$ cat src/hw/uem_pkg.sv
// Package for the uncorrectable-error mask register bank.
// Assumes one core clock and a configuration-space access port.
package uem_pkg;

  localparam logic [11:0] UEM_OFFSET = 12'h108;
  localparam logic [11:0] UES_OFFSET = 12'h104;
  localparam logic [31:0] UEM_RESET = 32'h00000000;
  localparam logic [31:0] UES_RESET = 32'h00000000;
  // Writable sticky mask positions: 0, 4, 5, 12, 13, 16..20
  localparam logic [31:0] UEM_WR_MASK = 32'h001f3031;
  // Status positions that hardware can set (bit 0 is obsolete, never set)
  localparam logic [31:0] UES_EVT_MASK = 32'h001f3030;
  localparam int BIT_UNDEF = 0;
  localparam int BIT_LINK_PROTO = 4;
  localparam int BIT_SURPRISE_DOWN = 5;
  localparam int BIT_POISONED = 12;
  localparam int BIT_FLOW_CREDIT = 13;
  localparam int BIT_COMPL_TIMEOUT = 14;
  localparam int BIT_COMPL_ABORT = 15;
  localparam int BIT_UR = 20;

  typedef struct packed {
    logic rd;
    logic wr;
    logic [11:0] addr;
    logic [31:0] wdata;
    logic [3:0] be;
  } cfg_req_type;

  typedef struct packed {
    logic [31:0] mask_q;
    logic [31:0] status_q;
    logic [31:0] rdata_q;
    logic rvalid_q;
    logic [31:0] log_en_q;
    logic [31:0] report_en_q;
  } state_type;

endpackage : uem_pkg

$ cat src/hw/uncorrectable_error_mask.sv
// Uncorrectable-error mask and status bank for one switch port.
// Assumes config accesses are single-cycle strobes on CLK; the sticky clear
// comes from a fundamental reset only, link or hot resets do not touch it.
// Operation
// RULE1: A mask bit set to one masks the status bit at that position.
// RULE2: Masked errors are not logged in the capability logging state.
// RULE3: Masked errors are not reported toward the root complex.
// RULE4: Writable sticky mask bits 4, 5, 12, 13.
// RULE5: Writable sticky mask bits 16 through 20.
// RULE6: Bit 14 completion timeout reads zero, read-only.
// RULE7: Bit 15 completer abort reads zero, read-only.
// RULE8: Bit 0 is a plain read/write sticky bit, reset zero, no effect.
// RULE9: Status bits set on detection, sticky, cleared by writing one.
// RULE10: Mask resets to zero; sticky bits clear only on fundamental reset.
// RULE11: Reserved bits 3:1, 11:6, 31:21 read zero and ignore writes.
`timescale 1ns/1ps
`default_nettype none
module uncorrectable_error_mask
  import uem_pkg::*;
(
  input wire logic CLK,
  input wire logic SYS_RST,
  input wire logic FUND_RST,
  input wire uem_pkg::cfg_req_type CFG_REQ,
  input wire logic [31:0] ERR_DETECT,
  output logic [31:0] CFG_RDATA,
  output logic CFG_RVALID,
  output logic [31:0] ERR_LOG_EN,
  output logic [31:0] ERR_REPORT_EN
);
  import uem_pkg::*;

  state_type s_q;
  state_type s_d;

  function automatic logic [31:0] byte_mask(input logic [3:0] be);
    logic [31:0] m;
    m = '0;
    for (int i = 0; i < 4; i++)
    begin
      m[i*8 +: 8] = {8{be[i]}};
    end
    return m;
  endfunction : byte_mask

  // Events that pass the mask; bit 0 and the hardwired positions never pass
  function automatic logic [31:0] open_events(input logic [31:0] det, input logic [31:0] mask);
    return det & ~mask & UES_EVT_MASK;
  endfunction : open_events

  logic [31:0] wbits;
  logic mask_hit;
  logic stat_hit;
  logic [31:0] detect;
  assign wbits = CFG_REQ.wdata & byte_mask(CFG_REQ.be);
  assign mask_hit = CFG_REQ.addr == UEM_OFFSET;
  assign stat_hit = CFG_REQ.addr == UES_OFFSET;
  assign detect = ERR_DETECT & UES_EVT_MASK;

  always_comb
  begin
    s_d = s_q;
    s_d.rvalid_q = CFG_REQ.rd;
    s_d.rdata_q = '0;
    if (CFG_REQ.wr && mask_hit)
    begin
      // Only writable positions change; 14, 15 and reserved stay zero
      s_d.mask_q = (s_q.mask_q & ~(UEM_WR_MASK & byte_mask(CFG_REQ.be)))
                 | (wbits & UEM_WR_MASK); // [RULE4] [RULE5] [RULE6] [RULE7] [RULE8] [RULE11]
    end
    // Set wins over a same-cycle write-one clear
    s_d.status_q = s_q.status_q;
    if (CFG_REQ.wr && stat_hit)
    begin
      s_d.status_q = s_q.status_q & ~wbits; // [RULE9]
    end
    // A masked event leaves status untouched, so it is never logged
    s_d.status_q = (s_d.status_q | open_events(detect, s_q.mask_q))
                 & UES_EVT_MASK; // [RULE1] [RULE2] [RULE9]
    if (CFG_REQ.rd)
    begin
      if (mask_hit)
        s_d.rdata_q = s_q.mask_q;
      else if (stat_hit)
        s_d.rdata_q = s_q.status_q;
    end
    // Bit 0 stays out of both enables: obsolete position, no effect
    s_d.log_en_q = open_events(detect, s_q.mask_q); // [RULE2] [RULE8]
    s_d.report_en_q = open_events(detect, s_q.mask_q); // [RULE3]
    // Hot or link reset: sticky mask and status hold, strobes and pulses drop
    if (SYS_RST)
    begin
      s_d.mask_q = s_q.mask_q; // [RULE10]
      s_d.status_q = s_q.status_q; // [RULE10]
      s_d.rdata_q = '0;
      s_d.rvalid_q = 1'b0;
      s_d.log_en_q = '0;
      s_d.report_en_q = '0;
    end
  end

  // Only a fundamental reset reaches the sticky state
  always_ff @(posedge CLK)
  begin
    if (FUND_RST)
    begin
      s_q <= '{mask_q: UEM_RESET, status_q: UES_RESET, default: '0}; // [RULE10]
    end
    else
    begin
      s_q <= s_d;
    end
  end

  assign CFG_RDATA = s_q.rdata_q;
  assign CFG_RVALID = s_q.rvalid_q;
  assign ERR_LOG_EN = s_q.log_en_q;
  assign ERR_REPORT_EN = s_q.report_en_q;

  // Gating of the enables and of status by the mask
  a_masked_no_report: assert property ( // [RULE3]
    @(posedge CLK) disable iff (SYS_RST || FUND_RST)
    (ERR_DETECT[BIT_LINK_PROTO] && s_q.mask_q[BIT_LINK_PROTO])
    |=> !ERR_REPORT_EN[BIT_LINK_PROTO])
    else $error("masked error was reported");
  a_unmasked_report: assert property ( // [RULE1]
    @(posedge CLK) disable iff (SYS_RST || FUND_RST)
    (ERR_DETECT[BIT_UR] && !s_q.mask_q[BIT_UR]) |=> ERR_REPORT_EN[BIT_UR])
    else $error("unmasked error not reported");
  a_masked_no_log: assert property ( // [RULE2]
    @(posedge CLK) disable iff (SYS_RST || FUND_RST)
    (ERR_DETECT[BIT_POISONED] && s_q.mask_q[BIT_POISONED] && !s_q.status_q[BIT_POISONED])
    |=> !s_q.status_q[BIT_POISONED] && !ERR_LOG_EN[BIT_POISONED])
    else $error("masked error was logged");

  // Hardwired and reserved positions; state is unknown before the first reset edge
  a_timeout_zero: assert property ( // [RULE6]
    @(posedge CLK) disable iff (FUND_RST)
    !s_q.mask_q[BIT_COMPL_TIMEOUT])
    else $error("timeout mask bit not zero");
  a_abort_zero: assert property ( // [RULE7]
    @(posedge CLK) disable iff (FUND_RST)
    !s_q.mask_q[BIT_COMPL_ABORT])
    else $error("abort mask bit not zero");
  a_reserved_zero: assert property ( // [RULE11]
    @(posedge CLK) disable iff (FUND_RST)
    (s_q.mask_q & ~UEM_WR_MASK) == '0)
    else $error("reserved mask bit set");

  // Mask writes, lane by lane
  a_mask_write_lands: assert property ( // [RULE5]
    @(posedge CLK) disable iff (SYS_RST || FUND_RST)
    (CFG_REQ.wr && mask_hit && CFG_REQ.be[2])
    |=> s_q.mask_q[BIT_UR] == $past(CFG_REQ.wdata[BIT_UR]))
    else $error("mask write not stored");
  a_flow_bit_write: assert property ( // [RULE4]
    @(posedge CLK) disable iff (SYS_RST || FUND_RST)
    (CFG_REQ.wr && mask_hit && CFG_REQ.be[1])
    |=> s_q.mask_q[BIT_FLOW_CREDIT] == $past(CFG_REQ.wdata[BIT_FLOW_CREDIT]))
    else $error("flow credit mask not stored");
  a_undef_stored: assert property ( // [RULE8]
    @(posedge CLK) disable iff (SYS_RST || FUND_RST)
    (CFG_REQ.wr && mask_hit && CFG_REQ.be[0])
    |=> s_q.mask_q[BIT_UNDEF] == $past(CFG_REQ.wdata[BIT_UNDEF]))
    else $error("obsolete mask bit not stored");
  a_lane_kept: assert property ( // [RULE5]
    @(posedge CLK) disable iff (SYS_RST || FUND_RST)
    (CFG_REQ.wr && mask_hit && !CFG_REQ.be[2]) |=> $stable(s_q.mask_q[23:16]))
    else $error("disabled byte lane changed");
  a_undef_no_effect: assert property ( // [RULE8]
    @(posedge CLK) disable iff (SYS_RST || FUND_RST)
    ##1 !ERR_REPORT_EN[BIT_UNDEF] && !s_q.status_q[BIT_UNDEF])
    else $error("obsolete bit has effect");

  // Status set and clear; a set in the same cycle as a clear wins
  a_status_sets: assert property ( // [RULE9]
    @(posedge CLK) disable iff (SYS_RST || FUND_RST)
    (ERR_DETECT[BIT_SURPRISE_DOWN] && !s_q.mask_q[BIT_SURPRISE_DOWN])
    |=> s_q.status_q[BIT_SURPRISE_DOWN])
    else $error("unmasked event did not set status");
  a_set_wins: assert property ( // [RULE9]
    @(posedge CLK) disable iff (SYS_RST || FUND_RST)
    (CFG_REQ.wr && stat_hit && CFG_REQ.be[0] && CFG_REQ.wdata[BIT_LINK_PROTO]
      && ERR_DETECT[BIT_LINK_PROTO] && !s_q.mask_q[BIT_LINK_PROTO])
    |=> s_q.status_q[BIT_LINK_PROTO])
    else $error("clear beat a same-cycle set");
  a_clear_lands: assert property ( // [RULE9]
    @(posedge CLK) disable iff (SYS_RST || FUND_RST)
    (CFG_REQ.wr && stat_hit && CFG_REQ.be[2] && CFG_REQ.wdata[BIT_UR] && !ERR_DETECT[BIT_UR])
    |=> !s_q.status_q[BIT_UR])
    else $error("write-one did not clear status");

  // Reads answer one cycle later with the value before any same-cycle write
  a_read_mask: assert property ( // [RULE4] [RULE5]
    @(posedge CLK) disable iff (SYS_RST || FUND_RST)
    (CFG_REQ.rd && mask_hit) |=> CFG_RVALID && CFG_RDATA == $past(s_q.mask_q))
    else $error("mask read wrong");
  a_unmapped_zero: assert property ( // [RULE11]
    @(posedge CLK) disable iff (SYS_RST || FUND_RST)
    (CFG_REQ.rd && !mask_hit && !stat_hit) |=> CFG_RVALID && CFG_RDATA == '0)
    else $error("unmapped read not zero");

  // Reset behaviour
  a_status_sticky: assert property ( // [RULE9]
    @(posedge CLK) disable iff (FUND_RST)
    (SYS_RST && s_q.status_q[BIT_SURPRISE_DOWN]) |=> s_q.status_q[BIT_SURPRISE_DOWN])
    else $error("status lost on hot reset");
  a_mask_sticky: assert property ( // [RULE10]
    @(posedge CLK) disable iff (FUND_RST)
    SYS_RST |=> $stable(s_q.mask_q))
    else $error("mask lost on hot reset");
  a_hot_quiet: assert property ( // [RULE10]
    @(posedge CLK) disable iff (FUND_RST)
    SYS_RST |=> !CFG_RVALID && ERR_LOG_EN == '0 && ERR_REPORT_EN == '0)
    else $error("outputs active after hot reset");
  a_fund_clears: assert property ( // [RULE10]
    @(posedge CLK)
    FUND_RST |=> s_q.mask_q == UEM_RESET && s_q.status_q == UES_RESET)
    else $error("fundamental reset did not clear");

  // One set of checks per bit position, chosen by what the position holds
  genvar b;
  generate
    for (b = 0; b < 32; b++)
    begin : g_bit
      if (UEM_WR_MASK[b] && UES_EVT_MASK[b])
      begin : g_event
        a_gated_bit: assert property ( // [RULE1] [RULE2] [RULE3]
          @(posedge CLK) disable iff (SYS_RST || FUND_RST)
          (ERR_DETECT[b] && s_q.mask_q[b] && !s_q.status_q[b])
          |=> !s_q.status_q[b] && !ERR_LOG_EN[b] && !ERR_REPORT_EN[b])
          else $error("masked event passed");
        a_open_bit: assert property ( // [RULE1] [RULE9]
          @(posedge CLK) disable iff (SYS_RST || FUND_RST)
          (ERR_DETECT[b] && !s_q.mask_q[b])
          |=> s_q.status_q[b] && ERR_LOG_EN[b] && ERR_REPORT_EN[b])
          else $error("open event not passed");
      end
      else if (UEM_WR_MASK[b])
      begin : g_undef
        a_undef_quiet: assert property ( // [RULE8]
          @(posedge CLK) disable iff (FUND_RST)
          !s_q.status_q[b] && !ERR_LOG_EN[b] && !ERR_REPORT_EN[b])
          else $error("obsolete position has effect");
      end
      else
      begin : g_fixed
        a_fixed_zero: assert property ( // [RULE6] [RULE7] [RULE11]
          @(posedge CLK) disable iff (FUND_RST)
          !s_q.mask_q[b] && !s_q.status_q[b] && !ERR_LOG_EN[b] && !ERR_REPORT_EN[b])
          else $error("hardwired position not zero");
      end
    end
  endgenerate

endmodule : uncorrectable_error_mask
`default_nettype wire

$ cat config.mk
export PLATFORM = sky130hd
export DESIGN_NAME = uncorrectable_error_mask
export DESIGN_NICKNAME = d
export VERILOG_FILES = /design/src/hw/uem_pkg.sv /design/src/hw/uncorrectable_error_mask.sv
export SDC_FILE = /design/constraint.sdc
export NUM_CORES = 1
export LEC_CHECK = 0
export ABC_AREA = 1
export BUFFER_PORTS_ARGS = -buffer_cell sky130_fd_sc_hd__buf_2
export CAP_MARGIN = 20
export CORE_AREA = 2 2 102 104
export DETAILED_ROUTE_END_ITERATION = 7
export DIE_AREA = 0 0 104 106
export PLACE_DENSITY = 0.61
export SYNTH_ARGS = -nofsm -noshare
export SYNTH_HDL_FRONTEND = slang
export SYNTH_SLANG_ARGS = --single-unit
$ cat constraint.sdc
create_clock -name CLK -period 1.75 [get_ports CLK]
set_input_delay 0.175 -clock CLK [delete_from_list [all_inputs] [get_ports CLK]]
set_output_delay 0.175 -clock CLK [all_outputs]
set_load 0.1 [all_outputs]
# Yosys cells after proc, flatten, opt, wreduce, memory -nomap -nowiden
# Index checks and enable logic that the tools add are counted.
dict set report op_classes {
  n_reduce_logical 5
  n_eq_ne 2
  bitwise 11
  n_mux 3
}
# operator n
set op_table {}
lappend op_table {{21-bit bitwise AND} 3}
lappend op_table {{21-bit 2-to-1 mux} 2}
lappend op_table {{21-bit NOT} 2}
lappend op_table {{32-bit bitwise AND} 1}
lappend op_table {{32-bit 2-to-1 mux} 1}
lappend op_table {{21-bit NOT with 32-bit output} 1}
lappend op_table {{32-bit by 21-bit bitwise OR with 32-bit output} 1}
lappend op_table {{12-bit by 9-bit == test with 1-bit output, second input constant} 2}
lappend op_table {{21-bit bitwise OR} 1}
lappend op_table {{3-bit OR reduction} 1}
lappend op_table {{1-bit logical AND} 2}
lappend op_table {{1-bit NOT} 2}
lappend op_table {{2-bit AND reduction} 1}
lappend op_table {{2-bit OR reduction} 1}
dict set report word_totals {
  out_inout_bits 97
  reg_bits 129
  wordCells 28
  in_bits 85
}

# Longest topological paths before layout
# Gate-level depths: netlist of the first run.
dict set report depth {
  word_depth 5
  ltp_mapped 10
  mapped_depth_nobuf 8
}

# Least setup slack after synthesis of the first run
# Ideal clock, no wire load.
dict set report synth_timing {
  kind {input port to flip-flop}
  from {input CFG_REQ[41] in the netlist's numbering}
  to {register s_q[117] in the netlist's numbering}
  t_required_ps 1636
  stages 9
  t_arrival_ps 1057
  setup_ps 114
  path_buffers 2
  path_slack_ps 579
  cell_sequence {nor2_1 nand2_2 nor2_8 and2_4 buf_6 buf_12 nand2_1 nand3_1 nand2_1}
}
dict set report synth_between {
  elab_chain_len 4
}
# element line_no
set synth_lines {}
lappend synth_lines {{start: declaration} uncorrectable_error_mask.sv:24} ;# input wire uem_pkg::cfg_req_type CFG_REQ,
lappend synth_lines {{12-bit by 9-bit == test with 1-bit output} uncorrectable_error_mask.sv:57} ;# assign stat_hit = CFG_REQ.addr == UES_OFFSET;
lappend synth_lines {{1-bit logical AND} uncorrectable_error_mask.sv:73} ;# if (CFG_REQ.wr && stat_hit)
lappend synth_lines {{21-bit 2-to-1 mux} uncorrectable_error_mask.sv:73}
lappend synth_lines {{21-bit bitwise OR} uncorrectable_error_mask.sv:78} ;# s_d.status_q = (s_d.status_q | open_events(detect, s_q.mask_q))
lappend synth_lines {{end signal: assignment} uncorrectable_error_mask.sv:107} ;# s_q <= '{mask_q: UEM_RESET, status_q: UES_RESET, default: '0};
lappend synth_lines {{end signal: assignment} uncorrectable_error_mask.sv:111} ;# s_q <= s_d;
lappend synth_lines {{end: declaration} uncorrectable_error_mask.sv:33} ;# state_type s_q;
# Every way passes these cells.
# A chain may end at the register's enable or synchronous reset.

# Final worst setup path of the first run
dict set report layout_timing {
  from {register s_q, in the netlist ERR_REPORT_EN[4]}
  to {output ERR_REPORT_EN[4]}
}
# element line_no
set layout_rtl {}
lappend layout_rtl {{end: declaration} uncorrectable_error_mask.sv:29} ;# output logic [31:0] ERR_REPORT_EN
# No word-level cell between the ends.

==> flow_metrics.tcl, run 1 <==
set metrics [dict create \
    yosysWarnings 0 \
    clk_latency_ns 0.28 \
    critPathTopFamily "buffers and inverters" \
    synthCells 326 \
    fp.coreArea_sq_um 10000 \
    ctsResizeCount 0 \
    async_reset_ff_share_pct 0 \
    die-height_microns 106 \
    cts_setup_buffers 0 \
    path_class "reg2out" \
    grt_max_degree 19 \
    synth-edff-count 0 \
    drv_cap 0 \
    wl_mm 4.66 \
    netlist_area_sq_um 2420 \
    p_per_area_nw_per_um2 1030 \
    start_util_pct 24.2 \
    numCtsBuffers 5 \
    die-area_sq_um 11000 \
    routedWlPerCell_microns 9.24 \
    yosys.cell_types.count 21 \
    hold_viol_final 0 \
    drive_above_1_share_pct 28.8 \
    clock_sinks 39 \
    die_x_microns 104 \
    required_ns 1.57 \
    synth-seq-area-share_pct 32.2 \
    grt_pass1_vias 1622 \
    rsz0062_at_grt "no" \
    drtIter0Drc 25 \
    final-setup-viol-count 0 \
    numPortBuffers 67 \
    grt_pass1_wl_mm 7.36 \
    io_pins 182 \
    cts_max_path_buffers 2 \
    synth_top_area_share_pct 32.2 \
    rows 37 \
    cts_hold_buf 0 \
    finish.net_count 452 \
    ant_nets 0 \
    antennaDiodeCount 0 \
    drc 0 \
    crit_buf_inv 1 \
    place_hpwl_mm 3.68 \
    yosys.area.top_type "dfxtp_1" \
    max_freq_mhz 782 \
    skew_ns 0.00426 \
    finalSetupTns_ns 0 \
    grt_antenna_before_repair 0 \
    path_clk_slew_ns 0.07 \
    gp_congestion 0.790 \
    cts_tree "yes" \
    ir_drop_mv 0.319 \
    cp.arrival_ns 1.10 \
    hold_path.class "in2reg" \
    critPathCaptureType "output pin" \
    syn_to_final_growth_pct 5.27 \
    syn-mean-instance-area_sq_um 7.43 \
    overflow 0 \
    cellLeakagePower_nw 1.41 \
    cp_max_fo 2 \
    run_status "complete, no violations" \
    reg2reg_setup_slack_ns 0.96 \
    start_kind "flip-flop" \
    cp_slowest_cell "buf_2" \
    ys_seq_elements 39 \
    min_period_over_period_pct 73.0 \
    drv_slew 0 \
    pre_cts_ws_ns 0.282 \
    viasPerCell 3.55 \
    cts_max_level 2 \
    worst_pin_slew_ns 0.571 \
    synth_area_leaders "dfxtp_1 32%, buf_4 30%, nand2_1 6.4%, inv_1 6.0%, nand3_1 5.0%" \
    crit_chain "buf_2" \
    fillCellCount 1159 \
    vias 1791 \
    period_needed_ns 1.28 \
    synth_ff_type "dfxtp_1" \
    slew_headroom_pct 61.9 \
    max_stage_delay_ns 0.44 \
    firstDrtPassIters 4 \
    setup_slack_ns 0.472 \
    cts_root_buf "clkbuf_8" \
    grtUsageTotal_pct 8.25 \
]
==> cell type report <==
class                      instances  area, sq um  share of cell area (%)
multi-input combinational        209          957                    37.6
sequential                        39          781                    30.6
timing repair buffer              72          373                    14.6
tap                              136          170                    6.68
inverter                          40          150                    5.89
clock buffer                       6         82.6                    3.24
clock inverter                     2         35.0                    1.37
==> power by group <==
group,switching [mW],internal [mW],total [mW],leakage (nW)
Clock,0.312,0.461,0.773,0.0612
Sequential,0.0104,0.913,0.924,0.318
Combinational,0.853,0.0714,0.924,1.03
Total,1.18,1.45,2.62,1.41
==> cells in the mapped netlist (2+ instances only) <==
cell type  count
a21oi_1        4
a21oi_2        9
and3_1         5
buf_2          5
buf_4         96
clkbuf_1       2
dfxtp_1       39
inv_1         39
nand2_1       41
nand2_2       11
nand3_1       24
nand4_1        7
nor2_1        30
nor2_2         3
nor3_1         5
==> kinds of logic (layout without fill, tap and decap cells) <==
logic type	count (synthesis)	after routing	synth area share [%]
buffers and inverters	145	120	38.6
AOI/OAI and AO/OA	13	13	4.08
other	1	68	0.155
DFF	39	39	32.2
and+or+nand+nor	128	128	24.9
==> layout by cell type (no fill, tap or decap) <==
cell type   n
clkbuf_8    6
nor2_2      3
bufinv_16   1
buf_2      67
nor3_1      5
inv_1      39
nand2_1    41
dfxtp_1    39
nor2_8      1
nor2_1     30
nand4_1     7
and2_4      1
buf_4       5
nand2_2    11
nand3_1    24
inv_2       1
a21oi_1     4
and3_1      5
conb_1     68
clkinv_2    1
a21oi_2     9
==> metrics by stage <==
stage               hold WS (ns)  utilization (%)  power (mW)  instance area [sq um]  std cells
floorplan                  0.304                -        1.92                   2670        393
global placement           0.413             24.3        1.86                   2430        496
detailed placement         0.419             24.3        1.87                   2430        496
CTS                        0.108             25.5        2.65                   2550        504
global route               0.111             25.5        2.71                   2550        504
finish                     0.118             25.5        2.62                   2550        504
==> layer usage <==
metal,up-vias,wire (microns),global-route usage (%)
met5,-,0,0
met4,0,112,4.05
met3,8,365,1.72
met2,89,2190,13.6
met1,782,1990,10.2
li1,912,-,-
==> path summary, 6_finish.rpt <==
check,startpoint,end,cells past startpoint
worst max-delay path,ERR_REPORT_EN[4]$_SDFF_PP0_,ERR_REPORT_EN[4],1
worst min-delay path,ERR_DETECT[19],ERR_REPORT_EN[19]$_SDFF_PP0_,3
worst max register to register,flip-flop,s_q[113]$_SDFFE_PP0N_,3
worst min register to register,s_q[117]$_SDFFE_PP0N_,s_q[117]$_SDFFE_PP0N_,2
Note: power is estimated with default switching activity, not from simulation.
==> inputs of run 2 (changes only) <==
clock period = 1.2 ns   (was 1.75 ns; I/O delays follow)
==> run 2 against run 1 <==
Compared with the run above:
- via count rose by 0.73%
- critical path depth did not move
- non-clock buffer count rose by 5
- sequential power rose by 46%
- final cell count rose by 0.99%
- sequential cell count did not move
- die area did not move
- total power rose by 37%
- design area rose by 4.1%
- sequential share of layout area fell by 1.2 points
==> flow_metrics.tcl, run 2 (synthesis results as in run 1) <==
set metrics [dict create \
    run_status "complete, no violations" \
    critPathCaptureType "output pin" \
    drive_above_1_share_pct 29.2 \
    cts_max_path_buffers 2 \
    cellLeakagePower_nw 1.42 \
    max_stage_delay_ns 0.42 \
    register_area_sq_um 781 \
    numCtsBuffers 5 \
    drc 0 \
    overflow 0 \
    antennaDiodeCount 0 \
    wl_mm 4.70 \
    gp_congestion 0.778 \
    routedWlPerCell_microns 9.23 \
    firstDrtPassIters 6 \
    ir_drop_mv 0.461 \
    cts_root_buf "clkbuf_8" \
    finish.net_count 457 \
    p_int_mw 1.87 \
    cp_max_fo 2 \
    cp.arrival_ns 1.05 \
    cts_setup_buffers 0 \
    power_frac_clock_pct 24.0 \
    fillCellCount 1152 \
    mostFrequentLayoutCell "conb_1" \
    start_util_pct 24.2 \
    final-setup-viol-count 0 \
    cts_tree "yes" \
    grt_pass1_vias 1627 \
    vias 1804 \
    switching_share_pct 47.9 \
    crit_chain "buf_2" \
    crit_buf_inv 1 \
    hold_path.class "in2reg" \
    grt_antenna_before_repair 0 \
    die-height_microns 106 \
    rows 37 \
    period_needed_ns 1.17 \
    min_period_over_period_pct 97.6 \
    fin_util_pct 26.5 \
    critPathTopFamily "buffers and inverters" \
    path_clk_slew_ns 0.08 \
    final_cell_mix "68 x conb_1, 51 x buf_2, 41 x nand2_1, 39 x dfxtp_1, 39 x inv_1" \
    p_per_area_nw_per_um2 1350 \
    io_pins 182 \
    cp_slowest_cell "buf_2" \
    total_power_mw 3.59 \
    hold_viol_final 0 \
    numPortBuffers 67 \
    hold_depth 3 \
    grtUsageTotal_pct 8.40 \
    grt_pass1_wl_mm 7.36 \
    cts_max_level 2 \
    min_from "CFG_REQ[4]" \
    viasPerCell 3.54 \
    pwr-share-seq_pct 37.6 \
    drv_cap 0 \
    syn_to_final_growth_pct 9.56 \
    skew_ns 0.00428 \
    multi_input_area_sq_um 957 \
    path_class "reg2out" \
    p_switching_mw 1.72 \
    r2r_end "s_q[114]$_SDFFE_PP0N_" \
    cts_hold_buf 0 \
    ff2ff_path_depth 3 \
    max_freq_mhz 854 \
    worst_hold_slack_ns 0.0519 \
    die-area_sq_um 11000 \
    ctsResizeCount 0 \
    comb_power_share_pct 38.3 \
    drtIter0Drc 42 \
    rsz0062_at_grt "yes" \
    die_x_microns 104 \
    fp.coreArea_sq_um 10000 \
    startpoint "ERR_REPORT_EN[16]$_SDFF_PP0_" \
    reg2reg_setup_slack_ns 0.43 \
    required_ns 1.08 \
    clock_sinks 39 \
    place_hpwl_mm 3.80 \
    finalSetupTns_ns 0 \
    clk_latency_ns 0.30 \
    drv_slew 0 \
    ant_nets 0 \
    start_kind "flip-flop" \
    grt_max_degree 27 \
]
==> run 2: cell types whose count changed in the layout (fill, tap and decap cells not counted) <==
cell | previous run | this run
buf_2 | 67 | 51
clkbuf_4 | 0 | 12
buf_12 | 0 | 5
buf_4 | 5 | 9
clkbuf_1 | 0 | 2
bufinv_16 | 1 | 0
clkbuf_8 | 6 | 5
==> run 2: metal layers <==
metal / global-route usage, % / share of wire (%)
met4: 4.63 / 2.3
met5: 0 / 0
met2: 14.8 / 49
met3: 2.15 / 8.2
met1: 9.28 / 41
==> run 2: metrics by stage <==
stage	instances	cell area, sq um	worst slack (ns)
after floorplan	393	2670	0.0838
after global placement	501	2540	-0.103
after detailed placement	501	2540	-0.125
after CTS	509	2620	0.00876
after global routing	509	2650	-0.0268
final	509	2650	0.0284
==> run 2: cell type report <==
cell class              count  share of cell area [%]
clock buffers               7                    2.88
clock inverters             1                   0.189
inverters                  40                    5.66
multi-input cells         209                    36.1
flip-flops and latches     39                    29.4
well taps                 136                    6.42
repair buffers             77                    19.3
==> run 2: how the worst max path moves through the flow <==
stage / slack, ns / cells after the start / end
after floorplan: 0.08 / 9 / s_q[117]$_SDFFE_PP0N_
after global placement: -0.10 / 8 / flip-flop
after detailed placement: -0.12 / 9 / flip-flop
after CTS: 0.009 / 1 / ERR_REPORT_EN[16]
after global routing: -0.03 / 1 / ERR_REPORT_EN[16]
final: 0.03 / 1 / ERR_REPORT_EN[16]
==> run 2: worst register-to-register path, stage by stage (launching register included) <==
cell,delay [ns]
dfxtp_1,0.33
nor3_1,0.25
inv_1,0.07
nand2_1,0.06
==> run 2: power by group through the flow <==
stage	Sequential, mW	Combinational (mW)	Clock, mW
6_report	1.35	1.37	0.862
5_1_grt	1.35	1.41	0.962
4_1_cts	1.35	1.37	0.908
3_5_place_dp	1.38	1.36	0
3_3_place_gp	1.38	1.36	0
2_1_floorplan	1.38	1.42	0
==> inputs of run 3 (changes only) <==
HOLD_SLACK_MARGIN = 0.15   (was default)
==> run 3 against run 2 <==
Compared with the run above:
- via count rose by 3.6%
- non-clock buffer count up 15
- worst hold slack gained 0.12 ns
- register-to-register slack about the same
- final cell count is 2.9% higher
- critical path depth stayed put
- sequential share of layout area fell by 1.6 points
- wire length rose by 4.1%
- sequential cell count unchanged
- total power grew 1.1%
- largest power group unchanged
==> flow_metrics.tcl, run 3 (synthesis results as in run 1) <==
set metrics [dict create \
    grtUsageMet3_pct 2.21 \
    syn_to_final_growth_pct 15.8 \
    ff2ff_path_depth 3 \
    numCtsBuffers 5 \
    grt_antenna_before_repair 0 \
    cp.arrival_ns 1.05 \
    reg2reg_setup_slack_ns 0.44 \
    max_freq_mhz 852 \
    die-area_sq_um 11000 \
    drv_slew 0 \
    firstDrtPassIters 4 \
    place_area_sq_um 2540 \
    drc 0 \
    pwr-share-seq_pct 37.2 \
    run_status "complete, no violations" \
    antennaDiodeCount 0 \
    ir_drop_mv 0.457 \
    p_int_mw 1.90 \
    routedWlPerCell_microns 9.33 \
    die_x_microns 104 \
    cts_max_level 2 \
    grt_max_degree 27 \
    drive_above_1_share_pct 28.1 \
    cts_tree "yes" \
    drtIter0Drc 41 \
    grtUsageMet1_pct 9.43 \
    cts_max_path_buffers 2 \
    hold_depth 4 \
    vias 1869 \
    rows 37 \
    cp_max_fo 2 \
    finish.net_count 472 \
    switching_share_pct 47.6 \
    clk_latency_ns 0.30 \
    final-setup-viol-count 0 \
    period_needed_ns 1.17 \
    path_clk_slew_ns 0.07 \
    gp_congestion 0.778 \
    place_hpwl_mm 3.80 \
    p_switching_mw 1.73 \
    crit_chain "buf_2" \
    crit_buf_inv 1 \
    max_stage_delay_ns 0.42 \
    hold_path.class "in2reg" \
    overflow 0 \
    grt_pass1_wl_mm 7.62 \
    final_cell_mix "68 x conb_1, 51 x buf_2, 41 x nand2_1, 39 x dfxtp_1, 39 x inv_1" \
    power_frac_clock_pct 23.8 \
    grtUsageTotal_pct 8.69 \
    fp.coreArea_sq_um 10000 \
    fin_area_sq_um 2800 \
    start_kind "flip-flop" \
    cellLeakagePower_nw 1.48 \
    cts_setup_buffers 0 \
    drv_cap 0 \
    ant_nets 0 \
    hold_viol_final 0 \
    grt.busiest_layer "met2" \
    cp_slowest_cell "buf_2" \
    viasPerCell 3.57 \
    wl_mm 4.89 \
    cts_root_buf "clkbuf_8" \
    instances_no_fill 524 \
    start_util_pct 24.2 \
    min_period_over_period_pct 97.8 \
    required_ns 1.08 \
    grt.met2_usage_pct 15.2 \
    mostFrequentLayoutCell "conb_1" \
    clock_sinks 39 \
    comb_power_share_pct 39.0 \
    placedCellCount 501 \
    cp.depth 1 \
    path_class "reg2out" \
    grt_pass1_vias 1694 \
    total_power_mw 3.63 \
    die-height_microns 106 \
    p_per_area_nw_per_um2 1290 \
    io_pins 182 \
    skew_ns 0.00363 \
    critPathTopFamily "buffers and inverters" \
    numPortBuffers 67 \
    rsz0062_at_grt "yes" \
    critPathCaptureType "output pin" \
    finalSetupTns_ns 0 \
    fin_util_pct 28.0 \
]
run 3: area by class of cell:
class                           count  area [sq um]
Fill cell                        1134          7200
Multi-Input combinational cell    209           957
Clock inverter                      1          5.00
Sequential cell                    39           781
Timing Repair Buffer               92           663
Clock buffer                        7          76.3
Inverter                           40           150
Tap cell                          136           170
run 3: path summary, 6_finish.rpt:
path,startpoint,to
setup / recovery,ERR_REPORT_EN[16]$_SDFF_PP0_,ERR_REPORT_EN[16]
hold reg to reg,s_q[117]$_SDFFE_PP0N_,s_q[117]$_SDFFE_PP0N_
setup reg to reg,flip-flop,s_q[115]$_SDFFE_PP0N_
hold / removal,FUND_RST,ERR_REPORT_EN[20]$_SDFF_PP0_
run 3: per-stage QoR:
stage	setup slack, ns	hold slack (ns)
floorplan	0.0838	0.249
global placement	-0.103	0.359
detailed placement	-0.125	0.363
CTS	0.00876	0.177
global route	-0.0259	0.184
finish	0.0267	0.176
run 3: what timing repair did:
action,4_1_cts,5_1_grt
setup endpoints to repair,0,12
gates resized for setup,0,12
hold buffers,15,0
endpoints found under the hold margin,24,0
run 3: layer usage:
layer / share of wire [%] / wire (microns) / vias up
li1: - / - / 952
met1: 40 / 1940 / 814
met2: 49 / 2380 / 92
met3: 8.5 / 414 / 11
met4: 3.3 / 159 / 0
met5: 0 / 0 / -
run 3: power groups by stage:
stage | registers (mW) | clock network (mW) | logic [mW]
2_1_floorplan | 1.38 | 0 | 1.42
3_3_place_gp | 1.38 | 0 | 1.36
3_5_place_dp | 1.38 | 0 | 1.36
4_1_cts | 1.35 | 0.908 | 1.40
5_1_grt | 1.35 | 0.961 | 1.45
6_report | 1.35 | 0.863 | 1.41
